`config.mk`:
```
export PLATFORM = sky130hd
export DESIGN_NAME = windowed_watchdog_timer
export DESIGN_NICKNAME = d
export VERILOG_FILES = /design/src/hw/wdt_pkg.sv /design/src/hw/pin_sync.sv /design/src/hw/slow_prescaler.sv /design/src/hw/windowed_watchdog_timer.sv
export VERILOG_INCLUDE_DIRS = /design/src /design/src/hw
export SDC_FILE = /design/constraint.sdc
export NUM_CORES = 1
export LEC_CHECK = 0
export BUFFER_PORTS_ARGS = -buffer_cell sky130_fd_sc_hd__buf_2
export CAP_MARGIN = 20
export CORE_MARGIN = 3
export CORE_UTILIZATION = 45
export DETAILED_ROUTE_END_ITERATION = 7
export GPL_ROUTABILITY_DRIVEN = 0
export GPL_TIMING_DRIVEN = 0
export PLACE_DENSITY = 0.74
export SETUP_SLACK_MARGIN = 0.4
export SKIP_CTS_REPAIR_TIMING = 1
export SLEW_MARGIN = 20
export SYNTH_ARGS = -nofsm -noshare
export SYNTH_HDL_FRONTEND = slang
export SYNTH_SLANG_ARGS = --single-unit
```
`constraint.sdc`:
```
create_clock -name pclk -period 6.4 [get_ports pclk]
set_input_delay 1.28 -clock pclk [delete_from_list [all_inputs] [get_ports pclk]]
set_output_delay 1.28 -clock pclk [all_outputs]
set_load 0.05 [all_outputs]
```
`src/hw/wdt_defs.svh`:
```
// Purpose: constants of the windowed watchdog: offsets, fields, reset values
// Assumes: APB with 32-bit data, byte addresses
// Notes: included by the prescaler and the watchdog top design file
`ifndef WDT_DEFS_SVH
`define WDT_DEFS_SVH
`define WDT_OFS_CTRL 12'h000
`define WDT_OFS_CFG 12'h004
`define WDT_OFS_FLAGS 12'h008
`define WDT_OFS_IRQ_EN 12'h00C
`define WDT_OFS_IRQ_CLR 12'h010
`define WDT_KEY 8'hA5
`define WDT_KEY_HI 31
`define WDT_KEY_LO 24
`define WDT_RESTART_BIT 0
`define WDT_RELOAD_HI 11
`define WDT_RELOAD_LO 0
`define WDT_FIEN_BIT 12
`define WDT_RSTEN_BIT 13
`define WDT_PROC_BIT 14
`define WDT_DIS_BIT 15
`define WDT_DELTA_HI 27
`define WDT_DELTA_LO 16
`define WDT_DBG_BIT 28
`define WDT_IDLE_BIT 29
`define WDT_CFG_RESET 32'h3FFF_2FFF
`define WDT_CFG_MASK 32'h3FFF_FFFF
`define WDT_UNF_BIT 0
`define WDT_ERR_BIT 1
`define WDT_PRESCALE 7'h7F
`define WDT_ZERO12 12'h000
`define WDT_ONE12 12'h001
`define WDT_COUNT_RESET 12'hFFF
`define WDT_IRQ_EN_RESET 2'h3
`define WDT_FLAG_HI 1
`define WDT_FLAG_LO 0
`endif

```
`src/hw/wdt_pkg.sv`:
```
// Purpose: types shared by the watchdog files
// Assumes: nothing beyond the constants header
// Notes: only types live here
package wdt_pkg;
  typedef logic [31:0] word_type;
  typedef logic [11:0] count_type;
  typedef logic [1:0] flags_type;
endpackage

```
`src/hw/pin_sync.sv`:
```
// Purpose: three-stage synchroniser for asynchronous level inputs
// Assumes: input from outside pclk domain
// Notes: output changes only when stages two and three agree
module pin_sync (
  input wire logic pclk, // Clock
  input wire logic presetn, // Async reset, low
  input wire logic din, // Raw level
  output logic dout // Filtered level
);
  logic s1_r;
  logic s2_r;
  logic s3_r;
  logic out_r;
  always_ff @(posedge pclk or negedge presetn) begin
    if (!presetn) begin
      s1_r <= 1'b0;
      s2_r <= 1'b0;
      s3_r <= 1'b0;
      out_r <= 1'b0;
    end else begin
      s1_r <= din;
      s2_r <= s1_r;
      s3_r <= s2_r;
      if (s2_r == s3_r) begin
        out_r <= s3_r;
      end
    end
  end
  assign dout = out_r;
endmodule // pin_sync

```
`src/hw/slow_prescaler.sv`:
```
// Purpose: divide-by-128 tick generator from the slow clock enable
// Assumes: slow_en is a one-cycle enable in the pclk domain
// Notes: restart forces a full period before the next tick
`include "wdt_defs.svh"
module slow_prescaler (
  input wire logic pclk, // Clock
  input wire logic presetn, // Async reset, low
  input wire logic slow_en, // Slow clock enable
  input wire logic run, // Counting allowed
  input wire logic restart, // Reset divider
  output logic tick // One pulse per 128 slow ticks
);
  logic [6:0] div_r;
  always_ff @(posedge pclk or negedge presetn) begin
    if (!presetn) begin
      div_r <= 7'h00;
    end else if (restart) begin
      div_r <= 7'h00;
    end else if (run && slow_en) begin
      div_r <= div_r + 7'h01;
    end
  end
  assign tick = run && slow_en && (div_r == `WDT_PRESCALE);
endmodule // slow_prescaler

```
`src/hw/windowed_watchdog_timer.sv`:
```
// Purpose: windowed watchdog with key-protected restart and write-once configuration
// Assumes: APB slave, pclk 40 MHz, slow clock given as a one-cycle enable
// Notes: debug and idle are asynchronous levels and are synchronised here
// Summary of operation
// - Control writes without key 0xA5 in the top byte are ignored entirely.
// - Keyed restart with counter at or below window delta reloads counter.
// - Keyed restart with counter above window delta raises a window error.
// - Every reload loads the counter from configuration bits 11 to 0.
// - Fault interrupt enable bit 12 routes faults to the interrupt.
// - Reset enable bit 13 lets faults request a watchdog reset.
// - Bit 14 chooses all resets at 0, processor reset only at 1.
// - Debug halt bit 28 stops counting while processor is in debug.
// - Idle halt bit 29 stops counting while system is idle.
// - Disable bit 15 stops the watchdog timer.
// - Underflow flag, status bit 0, holds until the status read.
// - Window error flag, status bit 1, holds until the status read.
// - Only first configuration write after reset is taken; it reloads counter.
// - Counter decrements once per 128 slow clock ticks.
// - Successful restart also restarts the divide-by-128 prescaler.
// - Status read or reset clears flags, interrupt and fault output.
//
// The placing of the registers and register access over APB were left to the implementer.
`include "wdt_defs.svh"
module windowed_watchdog_timer (
  input wire logic pclk, // APB clock, 40 MHz
  input wire logic presetn, // Processor reset, async low
  input wire logic psel, // APB select
  input wire logic penable, // APB access phase
  input wire logic pwrite, // APB direction
  input wire logic [11:0] paddr, // APB byte address
  input wire wdt_pkg::word_type pwdata, // APB write data
  output wdt_pkg::word_type prdata, // APB read data
  output logic pready, // APB ready
  output logic pslverr, // APB error
  input wire logic slow_clk_en, // Slow clock enable pulse
  input wire logic debug_state, // Processor in debug, async
  input wire logic idle_state, // System idle, async
  output logic wdt_irq, // Level interrupt
  output logic wdt_fault, // Fault to reset controller
  output logic fault_proc_reset, // Fault asks processor reset only
  output logic fault_all_reset // Fault asks all resets
);
  import wdt_pkg::*;

  function automatic logic addr_is(input logic [11:0] a, input logic [11:0] ofs);
    addr_is = (a == ofs);
  endfunction

  word_type cfg_r;
  logic cfg_locked_r;
  count_type count_r;
  flags_type flags_r;
  flags_type irq_en_r;
  logic fault_r;
  word_type prdata_r;
  logic dbg_s;
  logic idle_s;
  logic tick;
  logic wr_acc;
  logic rd_acc;
  logic ctrl_ok;
  logic restart_ok;
  logic window_err;
  logic cfg_wr;
  logic running;
  logic underflow;
  logic flags_rd;
  logic mapped;
  count_type reload_value;
  count_type window_delta;
  flags_type flag_set;

  logic [1:0] async_lvl;
  logic [1:0] sync_lvl;
  assign async_lvl = {idle_state, debug_state};

  // Debug and idle come from other domains, one filter each
  for (genvar i = 0; i < $bits(async_lvl); i++) begin : g_sync
    pin_sync u_sync (
      .pclk(pclk),
      .presetn(presetn),
      .din(async_lvl[i]),
      .dout(sync_lvl[i])
    );
  end
  assign dbg_s = sync_lvl[0];
  assign idle_s = sync_lvl[1];

  assign pready = 1'b1;
  assign mapped = addr_is(paddr, `WDT_OFS_CTRL) || addr_is(paddr, `WDT_OFS_CFG) ||
                  addr_is(paddr, `WDT_OFS_FLAGS) || addr_is(paddr, `WDT_OFS_IRQ_EN) ||
                  addr_is(paddr, `WDT_OFS_IRQ_CLR);
  // Unmapped addresses answer with an error and change nothing
  assign pslverr = psel && penable && !mapped;
  assign wr_acc = psel && penable && pwrite;
  assign rd_acc = psel && penable && !pwrite;

  assign reload_value = cfg_r[`WDT_RELOAD_HI:`WDT_RELOAD_LO];
  assign window_delta = cfg_r[`WDT_DELTA_HI:`WDT_DELTA_LO];

  assign ctrl_ok = wr_acc && addr_is(paddr, `WDT_OFS_CTRL) &&
                   (pwdata[`WDT_KEY_HI:`WDT_KEY_LO] == `WDT_KEY) && pwdata[`WDT_RESTART_BIT];
  assign restart_ok = ctrl_ok && (count_r <= window_delta);
  // restart outside window, flagged even when disabled
  assign window_err = ctrl_ok && (count_r > window_delta);
  assign cfg_wr = wr_acc && addr_is(paddr, `WDT_OFS_CFG) && !cfg_locked_r;
  assign running = !cfg_r[`WDT_DIS_BIT] && !(cfg_r[`WDT_DBG_BIT] && dbg_s) &&
                   !(cfg_r[`WDT_IDLE_BIT] && idle_s);
  assign underflow = tick && (count_r == `WDT_ZERO12);
  assign flags_rd = rd_acc && addr_is(paddr, `WDT_OFS_FLAGS);

  slow_prescaler u_prescaler (
    .pclk(pclk),
    .presetn(presetn),
    .slow_en(slow_clk_en),
    .run(running),
    .restart(restart_ok || cfg_wr),
    .tick(tick)
  );

  // configuration register, locked after first write
  always_ff @(posedge pclk or negedge presetn) begin
    if (!presetn) begin
      cfg_r <= `WDT_CFG_RESET;
      cfg_locked_r <= 1'b0;
    end else if (cfg_wr) begin
      cfg_r <= pwdata & `WDT_CFG_MASK;
      cfg_locked_r <= 1'b1;
    end
  end

  always_ff @(posedge pclk or negedge presetn) begin
    if (!presetn) begin
      count_r <= `WDT_COUNT_RESET;
    end else if (cfg_wr) begin
      count_r <= pwdata[`WDT_RELOAD_HI:`WDT_RELOAD_LO];
    end else if (restart_ok) begin
      count_r <= reload_value;
    end else if (underflow) begin
      count_r <= reload_value;
    end else if (tick) begin
      count_r <= count_r - `WDT_ONE12;
    end
  end

  assign flag_set = {window_err, underflow};

  always_ff @(posedge pclk or negedge presetn) begin
    if (!presetn) begin
      flags_r <= 2'h0;
    end else if (flags_rd) begin
      flags_r <= flag_set;
    end else begin
      flags_r <= flags_r | flag_set;
    end
  end

  always_ff @(posedge pclk or negedge presetn) begin
    if (!presetn) begin
      fault_r <= 1'b0;
    end else if (|flag_set) begin
      fault_r <= cfg_r[`WDT_RSTEN_BIT];
    end else if (flags_rd) begin
      fault_r <= 1'b0;
    end
  end

  // Interrupt enable shares the flag layout; the clear location is accepted
  // but leaves the flags alone, since they must hold until a status read
  always_ff @(posedge pclk or negedge presetn) begin
    if (!presetn) begin
      irq_en_r <= `WDT_IRQ_EN_RESET;
    end else if (wr_acc && addr_is(paddr, `WDT_OFS_IRQ_EN)) begin
      irq_en_r <= pwdata[`WDT_FLAG_HI:`WDT_FLAG_LO];
    end
  end

  // Read data registered at the access edge; write-only locations read zero
  always_ff @(posedge pclk or negedge presetn) begin
    if (!presetn) begin
      prdata_r <= 32'h0000_0000;
    end else if (psel && !penable && !pwrite) begin
      if (addr_is(paddr, `WDT_OFS_CFG)) begin
        prdata_r <= cfg_r;
      end else if (addr_is(paddr, `WDT_OFS_FLAGS)) begin
        prdata_r <= {30'h0000_0000, flags_r | flag_set};
      end else if (addr_is(paddr, `WDT_OFS_IRQ_EN)) begin
        prdata_r <= {30'h0000_0000, irq_en_r};
      end else begin
        prdata_r <= 32'h0000_0000;
      end
    end
  end
  assign prdata = prdata_r;

  // fault interrupt gated by enable bit 12
  assign wdt_irq = cfg_r[`WDT_FIEN_BIT] && |(flags_r & irq_en_r);
  assign wdt_fault = fault_r;
  assign fault_proc_reset = fault_r && cfg_r[`WDT_PROC_BIT];
  assign fault_all_reset = fault_r && !cfg_r[`WDT_PROC_BIT];
endmodule // windowed_watchdog_timer
```
-- After elaboration in Yosys (flattened, before gate mapping)
Index checks and enable logic that the tools add are counted.
Widths: inputs -> output; s select.
- word-level logic and storage cells: 87
- flip-flop bits (word level): 95
- bits of input ports: 52
- equal/unequal tests: 8
- mux-type cells: 12
- $add $sub $neg: 2
- reduce and logical (&&, ||, !) cells: 45
- bitwise logic cells: 2
- magnitude comparators: 2
- operators with widths (kind ; number):
    $mux 12 ; 4
    $mux 30 ; 1
    $logic_and 1x1->1 ; 25
    $eq 12x4->1 const B ; 2
    $logic_not 12->1 ; 2
    $mux 7 ; 2
    $eq 12x3->1 const B ; 1
    $eq 12x5->1 const B ; 1
    $gt 12x12->1 ; 1
    $le 12x12->1 ; 1
    $sub 12x1->12 const B ; 1
    $eq 8x8->1 const B ; 1
    $logic_not 1->1 ; 8
    $add 7x1->7 const B ; 1
    $eq 7x7->1 const B ; 1
    $mux 2 ; 3
    $logic_or 1x1->1 ; 5
    $reduce_bool 2->1 ; 2
    $reduce_bool 4->1 ; 1
    $reduce_or 2->1 ; 2
    $and 2x2->2 ; 1
    $eq 1x1->1 ; 2
    $mux 1 ; 2
    $or 2x2->2 ; 1

-- Depth between registers and ports, before layout
Gate-level depths: netlist (run 1).
- depth after elaboration: 10
- depth in mapped cells: 10

-- Cells and area by module
Synthesis (run 1) repeated with hierarchy kept, for this count alone.
- cells, all modules: 440
- area, all modules: 4484.3 sq um
- by module, submodules not included (module ; seq. area each (sq um) ; area each (sq um) ; cells each ; instances):
    windowed_watchdog_timer ; 2003.2 ; 3900.0 ; 394 ; 1
    slow_prescaler ; 175.2 ; 361.6 ; 36 ; 1
    pin_sync ; 100.1 ; 111.4 ; 5 ; 2

-- Worst setup path after synthesis (run 1)
No wires, ideal clock.
- kind: input-to-output
- from: in paddr[2]
- to: out pslverr
- data required time: 5.120 ns
- stages on the path: 3
- slack: 2.690 ns
- arrival time: 2.430 ns
- cells stage by stage: clkbuf_1 > o21ai_0 > a21oi_1
- cells in the longest elaborated chain, start to end: 7
- elaborated cells on any way between the ends: 11
- RTL lines (what ; line ; RTL):
    from (decl) ; windowed_watchdog_timer.sv:30 ; input wire logic [11:0] paddr,
    $eq 12x3->1 or $logic_not 12->1 (tied branches) ; windowed_watchdog_timer.sv:46 ; addr_is = (a == ofs);
    $logic_or 1x1->1 (3 in a row) ; windowed_watchdog_timer.sv:90 ; assign mapped = addr_is(paddr, `WDT_OFS_CTRL) || addr_is(paddr, `WDT_OFS_CFG) ||
    $logic_or 1x1->1 * ; windowed_watchdog_timer.sv:90 ;
    $logic_not 1->1 * ; windowed_watchdog_timer.sv:94 ; assign pslverr = psel && penable && !mapped;
    $logic_and 1x1->1 * ; windowed_watchdog_timer.sv:94 ;
    to (decl) ; windowed_watchdog_timer.sv:34 ; output logic pslverr,
Every way passes the cells marked *; elsewhere a longest branch is shown, timed or not.

-- Worst setup path after layout (run 1)
- from: in paddr[9]
- to: reg count_r[9]
- cells in the longest elaborated chain, start to end: 7
- elaborated cells on any way between the ends: 11
- RTL lines (what ; line ; RTL):
    $logic_not 12->1 ; windowed_watchdog_timer.sv:46 ;
    $logic_and 1x1->1 (3 in a row) ; windowed_watchdog_timer.sv:101 ; assign ctrl_ok = wr_acc && addr_is(paddr, `WDT_OFS_CTRL) &&
    $logic_and 1x1->1 ; windowed_watchdog_timer.sv:103 ; assign restart_ok = ctrl_ok && (count_r <= window_delta);
    $mux 12 ; windowed_watchdog_timer.sv:137 ; end else if (restart_ok) begin
    $mux 12 ; windowed_watchdog_timer.sv:135 ; end else if (cfg_wr) begin
    to (signal assigned) ; windowed_watchdog_timer.sv:134 ; count_r <= `WDT_COUNT_RESET;
    to (signal assigned) ; windowed_watchdog_timer.sv:136 ; count_r <= pwdata[`WDT_RELOAD_HI:`WDT_RELOAD_LO];
    to (signal assigned) ; windowed_watchdog_timer.sv:138 ; count_r <= reload_value;
    to (decl) ; windowed_watchdog_timer.sv:51 ; count_type count_r;
Several ways; a longest one is shown, not always the timed one.
A chain may end at the register's enable or synchronous reset.

==> results of run 1 <==
[state kept, by name (all words and copies together), names as in the netlist]
name and flops:
cfg_locked_r 1, cfg_r 30, count_r 12, flags_r 2
g_sync.u_sync.dout 2, g_sync.u_sync.s1_r 2, g_sync.u_sync.s2_r 2, g_sync.u_sync.s3_r 2
irq_en_r 2, prdata 30, u_prescaler.div_r 7, wdt_fault 1
[layer usage]
layer,vias up,track usage,share of wire
met1,1825,0.303,0.46
met3,29,0.0379,0.061
met5,-,0,0
li1,1818,-,-
met2,151,0.336,0.45
met4,0,0.105,0.029
[cell type report]
class,instances,area (um2),share of cell area
sequential,93,2380,0.439
multi-input combinational,323,2040,0.377
timing repair buffer,87,453,0.0836
tap,133,166,0.0307
buffer,26,130,0.0240
clock buffer,9,124,0.0229
inverter,17,63.8,0.0118
clock inverter,7,57.6,0.0106
[cell usage after synthesis (3+ instances only)]
master / instances / share of area
a22o_1: 28 / 0.053
inv_1: 17 / 0.014
nand2b_1: 7 / 0.0095
a31oi_1: 12 / 0.016
and3_1: 3 / 0.0041
clkbuf_1: 18 / 0.015
o32ai_1: 4 / 0.0076
mux2_2: 9 / 0.022
a21oi_1: 9 / 0.0098
nand3_1: 5 / 0.0054
nor2_1: 23 / 0.019
xor2_1: 3 / 0.0057
mux2i_1: 3 / 0.0065
dfrtp_1: 52 / 0.28
dfstp_2: 41 / 0.23
o21ai_0: 16 / 0.017
buf_4: 4 / 0.0065
nor4_1: 6 / 0.0081
ha_1: 15 / 0.041
xnor2_1: 10 / 0.019
nand2_1: 94 / 0.077
nand4_1: 8 / 0.011
nor3_1: 15 / 0.016
nor2b_1: 6 / 0.0081
[critical path: cells and delay by family]
kind | cells | cell delay [ns]
AO/OA/AOI/OAI | 2 | 0.41
buffers and inverters | 3 | 0.69
AND/OR/NAND/NOR | 4 | 1.52
[cells in the final DEF, fill, tap and decap left out, types with 3 or more instances in the layout]
| master | n |
|---|---|
| nor2b_1 | 6 |
| clkbuf_1 | 18 |
| a21oi_1 | 9 |
| a31oi_1 | 12 |
| ha_1 | 15 |
| nand3_1 | 5 |
| conb_1 | 3 |
| nand2b_1 | 7 |
| xor2_1 | 3 |
| buf_2 | 87 |
| xnor2_1 | 10 |
| inv_1 | 17 |
| nor2_1 | 23 |
| nor3_1 | 15 |
| clkinvlp_4 | 3 |
| dfrtp_1 | 52 |
| dfstp_2 | 41 |
| mux2i_1 | 3 |
| inv_6 | 3 |
| mux2_2 | 9 |
| o32ai_1 | 4 |
| nand2_1 | 94 |
| buf_4 | 5 |
| a22o_1 | 28 |
| and3_1 | 3 |
| clkbuf_8 | 9 |
| nor4_1 | 6 |
| nand4_1 | 8 |
| o21ai_0 | 16 |
[cells by family after synthesis]
family                     after synthesis  synth area share
other                                    2           0.00163
DFF                                     93             0.516
xor gates and xnor gates                13            0.0247
AOI/OAI and AO/OA                       90             0.146
muxes                                   12            0.0285
adders and majority gates               17            0.0450
buffers and inverters                   43            0.0421
and+or+nand+nor                        188             0.196
[power breakdown]
group          total (mW)  internal [mW]  switching [mW]
combinational       0.325          0.159           0.166
clock               0.373          0.146           0.227
sequential          0.683          0.638          0.0456
total                1.38          0.942           0.439
[how the worst max path moves through the flow]
stage / start / to / slack (ns)
2_1_floorplan: paddr[2] / pslverr / 2.69
3_3_place_gp: paddr[9] / prdata[3] / 2.55
3_5_place_dp: paddr[9] / cfg_r[14] / 2.46
4_1_cts: paddr[9] / cfg_r[14] / 2.85
5_1_grt: paddr[9] / cfg_r[26] / 2.59
6_report: paddr[9] / count_r[9] / 2.80
==> results_dict.tcl, run 1 <==
set metrics [dict create \
    syn-cell-area_um2 4610 \
    htree_levels 3 \
    cts_root_buf "clkbuf_8" \
    dr_total_vias 3823 \
    synth-async-reset-ratio 1.00 \
    synth-seq-area-share 0.516 \
    grtUsageTotal 0.220 \
    p_per_area_nw_per_um2 255 \
    cpMostUsedCell "buf_2" \
    core_um2 9860 \
    cp_cell_sequence "buf_2 > nor4_2 > nand3_1 > or2_1 > buf_2 > nor4_1 > clkbuf_1 > o32ai_1 > a32o_1" \
    finalPower_mw 1.38 \
    cts_tree "done" \
    reg2reg_depth 9 \
    power_leakage_nw 2.68 \
    grt_pass1_wl_mm 19.6 \
    drtAntennaViolNets 0 \
    start_kind "input pin" \
    drc 0 \
    critPathKind "input pin to flop" \
    hold_viol_final 0 \
    slowest_stage "nor4_1" \
    post-route-cell-area_um2 5420 \
    worstReg2RegStart "cfg_r[26]" \
    rsz0062_at_grt "no" \
    fin_skew_ns 0.0122 \
    num_io_pins 90 \
    dp_hpwl_mm 9.00 \
    rrSetupSlack_ns 3.42 \
    slew_violations 0 \
    portBuffers 86 \
    cp.required_ns 6.72 \
    start_util 0.467 \
    antenna_found_initial 0 \
    placed_cells 679 \
    drive_gt1_frac 0.304 \
    first_pass_iters 5 \
    crit_path_max_incr_delay_ns 0.76 \
    final_cells 695 \
    syn_to_final_growth_pct 17.4 \
    yosysUniqueCellTypes 62 \
    hold_class "flop to flop" \
    max_clock_freq_mhz 278 \
    grt_max_degree 54 \
    tns_ns 0 \
    synth_cells 458 \
    crit_path_end_kind "flop" \
    whs_ns 0.356 \
    ys_warn_count 0 \
    min_path_cells 0 \
    wl_mm 12.2 \
    place_ws_ns 2.46 \
    timing.final.ws_setup_ns 2.80 \
    clkSinkCount 93 \
    synth_edf_count 0 \
    dieArea_um2 11500 \
    syn_area_per_cell_um2 10.1 \
    drv_cap 0 \
    reg2reg_to "count_r[2]" \
    cts_buffer_depth 2 \
    drt_iter0_markers 324 \
    status "finished clean" \
    slew_headroom 0.418 \
    drt-wirelength-per-cell_um 17.6 \
    vdd_drop_max_mv 0.112 \
    cp.arrival_ns 3.92 \
    num_antenna_cells 0 \
    fin_crit_sh 0.562 \
    row_count 36 \
    die_w_um 107 \
    fp.dieH_um 107 \
    grt_overflow 0 \
    period_needed_ns 3.60 \
    worst_pin_slew_ns 0.866 \
    utilization 0.549 \
    finalNetCount 624 \
    fillers 911 \
    synth_seq_cells 93 \
    cts_buffers 9 \
    clk_pin_slew_worst_paths_ns 0.10 \
    clk_latency_ns 0.38 \
    grt_pass1_vias 3789 \
    setup_violations 0 \
    hold_end "g_sync[0].u_sync.s2_r" \
    synth_ff_type "dfrtp_1" \
    viasPerCell 5.50 \
    worstHoldStart "g_sync[0].u_sync.s1_r" \
    dpl_cell_area_um2 5230 \
    crit_fanout 10 \
]
(Power assumes the default switching activity.)
==> run 2: changes to the inputs <==
Settings changed: PLACE_DENSITY 0.74 to 0.77.
Clock period 6.4 ns to 3 ns, I/O delays scaled along.
==> results_dict.tcl, run 2 (synthesized netlist as in run 1, its figures left out) <==
set metrics [dict create \
    vdd_drop_max_mv 0.265 \
    cts_buffer_depth 2 \
    grt_pass1_wl_mm 19.5 \
    fin_crit_sh 0.844 \
    final_cell_mix "94 x nand2_1, 86 x buf_2, 52 x dfrtp_1" \
    drc 0 \
    crit_fanout 10 \
    num_io_pins 90 \
    fillers 826 \
    clk_pin_slew_worst_paths_ns 0.09 \
    met2_usage 0.349 \
    finalPower_mw 2.98 \
    drt-wirelength-per-cell_um 17.8 \
    grt_pass1_vias 3867 \
    start_util 0.467 \
    fin_skew_ns 0.0122 \
    row_count 36 \
    period_needed_ns 2.53 \
    drtAntennaViolNets 0 \
    slew_violations 0 \
    portBuffers 86 \
    slew_headroom 0.598 \
    busiest_layer "met2" \
    grt.met1_usage 0.293 \
    dr_total_vias 3952 \
    htree_levels 3 \
    cts_root_buf "clkbuf_8" \
    clk_latency_ns 0.37 \
    crit_path_end_kind "flop" \
    grt_max_degree 58 \
    status "finished clean" \
    cts_tree "done" \
    grtUsageTotal 0.216 \
    hold_viol_final 0 \
    num_antenna_cells 0 \
    cp.required_ns 3.29 \
    grt_overflow 0 \
    cts_buffers 9 \
    clkSinkCount 93 \
    wl_mm 12.4 \
    final_cells 699 \
    start_kind "flop" \
    syn_to_final_growth_pct 21.6 \
    p_per_area_nw_per_um2 531 \
    dp_hpwl_mm 9.17 \
    rsz0062_at_grt "yes" \
    grt_util_met3 0.0289 \
    max_clock_freq_mhz 395 \
    drive_gt1_frac 0.339 \
    viasPerCell 5.65 \
    worst_pin_slew_ns 0.600 \
    hold_class "input pin to asynchronous set/reset pin" \
    antenna_found_initial 0 \
    placed_cells 679 \
    drv_cap 0 \
    whs_ns 0.182 \
    drt_iter0_markers 301 \
    dieArea_um2 11500 \
    setup_violations 0 \
    cp.arrival_ns 2.82 \
    die_w_um 107 \
    power_leakage_nw 2.76 \
    core_um2 9860 \
    first_pass_iters 5 \
    critPathKind "flop to flop" \
    finalNetCount 628 \
    fp.dieH_um 107 \
    mostFrequentLayoutCell "nand2_1" \
]
[run 2: through the flow]
| step | cell area, um2 | setup WS, ns | util | setup TNS, ns |
|---|---|---|---|---|
| final | 5610 | 0.469 | 0.568 | 0 |
| after global routing | 5610 | 0.374 | 0.568 | 0 |
| after detailed placement | 5260 | -0.347 | 0.533 | -5.59 |
| after CTS | 5430 | 0.000845 | 0.551 | 0 |
| after global placement | 5230 | -0.189 | 0.530 | -1.29 |
| after floorplan | 4630 | 0.433 | - | 0 |
[run 2: final timing paths]
kind / from / endpoint / slack (ns) / cells past startpoint
worst min register to register: g_sync[0].u_sync.s1_r / g_sync[0].u_sync.s2_r / 0.36 / 0
worst max register to register: cfg_r[17] / count_r[9] / 0.47 / 10
worst min-delay path: presetn / cfg_r[14] / 0.18 / 1
min in group pclk: debug_state / g_sync[0].u_sync.s1_r / 0.33 / 1
worst max-delay path: cfg_r[17] / count_r[9] / 0.47 / 10
max in group asynchronous: presetn / cfg_r[4] / 2.13 / 2
[run 2: critical path, stage by stage, from the launching register on]
cell and delay, ns:
dfstp_2 0.54, inv_1 0.08, ha_4 0.27, nor2b_4 0.12
o211ai_1 0.09, a211o_1 0.37, a31oi_4 0.21, o21bai_4 0.11
or2_2 0.29, buf_6 0.15, a32o_1 0.22
[run 2: final cells by class]
| cell class | instances | area (um2) | share of cell area |
|---|---|---|---|
| Sequential cell | 93 | 2380 | 0.424 |
| Multi-Input combinational cell | 323 | 2180 | 0.389 |
| Timing Repair Buffer | 91 | 494 | 0.0881 |
| Tap cell | 133 | 166 | 0.0297 |
| Buffer | 26 | 149 | 0.0266 |
| Clock buffer | 10 | 128 | 0.0228 |
| Inverter | 17 | 63.8 | 0.0114 |
| Clock inverter | 6 | 47.5 | 0.00848 |
[run 2: power by group]
group          switching [mW]  internal (mW)  total (mW)
registers               0.111           1.36        1.47
clock network           0.461          0.307       0.768
logic                   0.373          0.365       0.738
total                   0.944           2.03        2.98
[run 2: layer usage]
metal / share of wire / vias up / wire [um]
met1: 0.43 / 1917 / 5380
li1: - / 1834 / -
met5: 0 / - / 0
met3: 0.062 / 29 / 774
met2: 0.48 / 172 / 5990
met4: 0.024 / 0 / 295
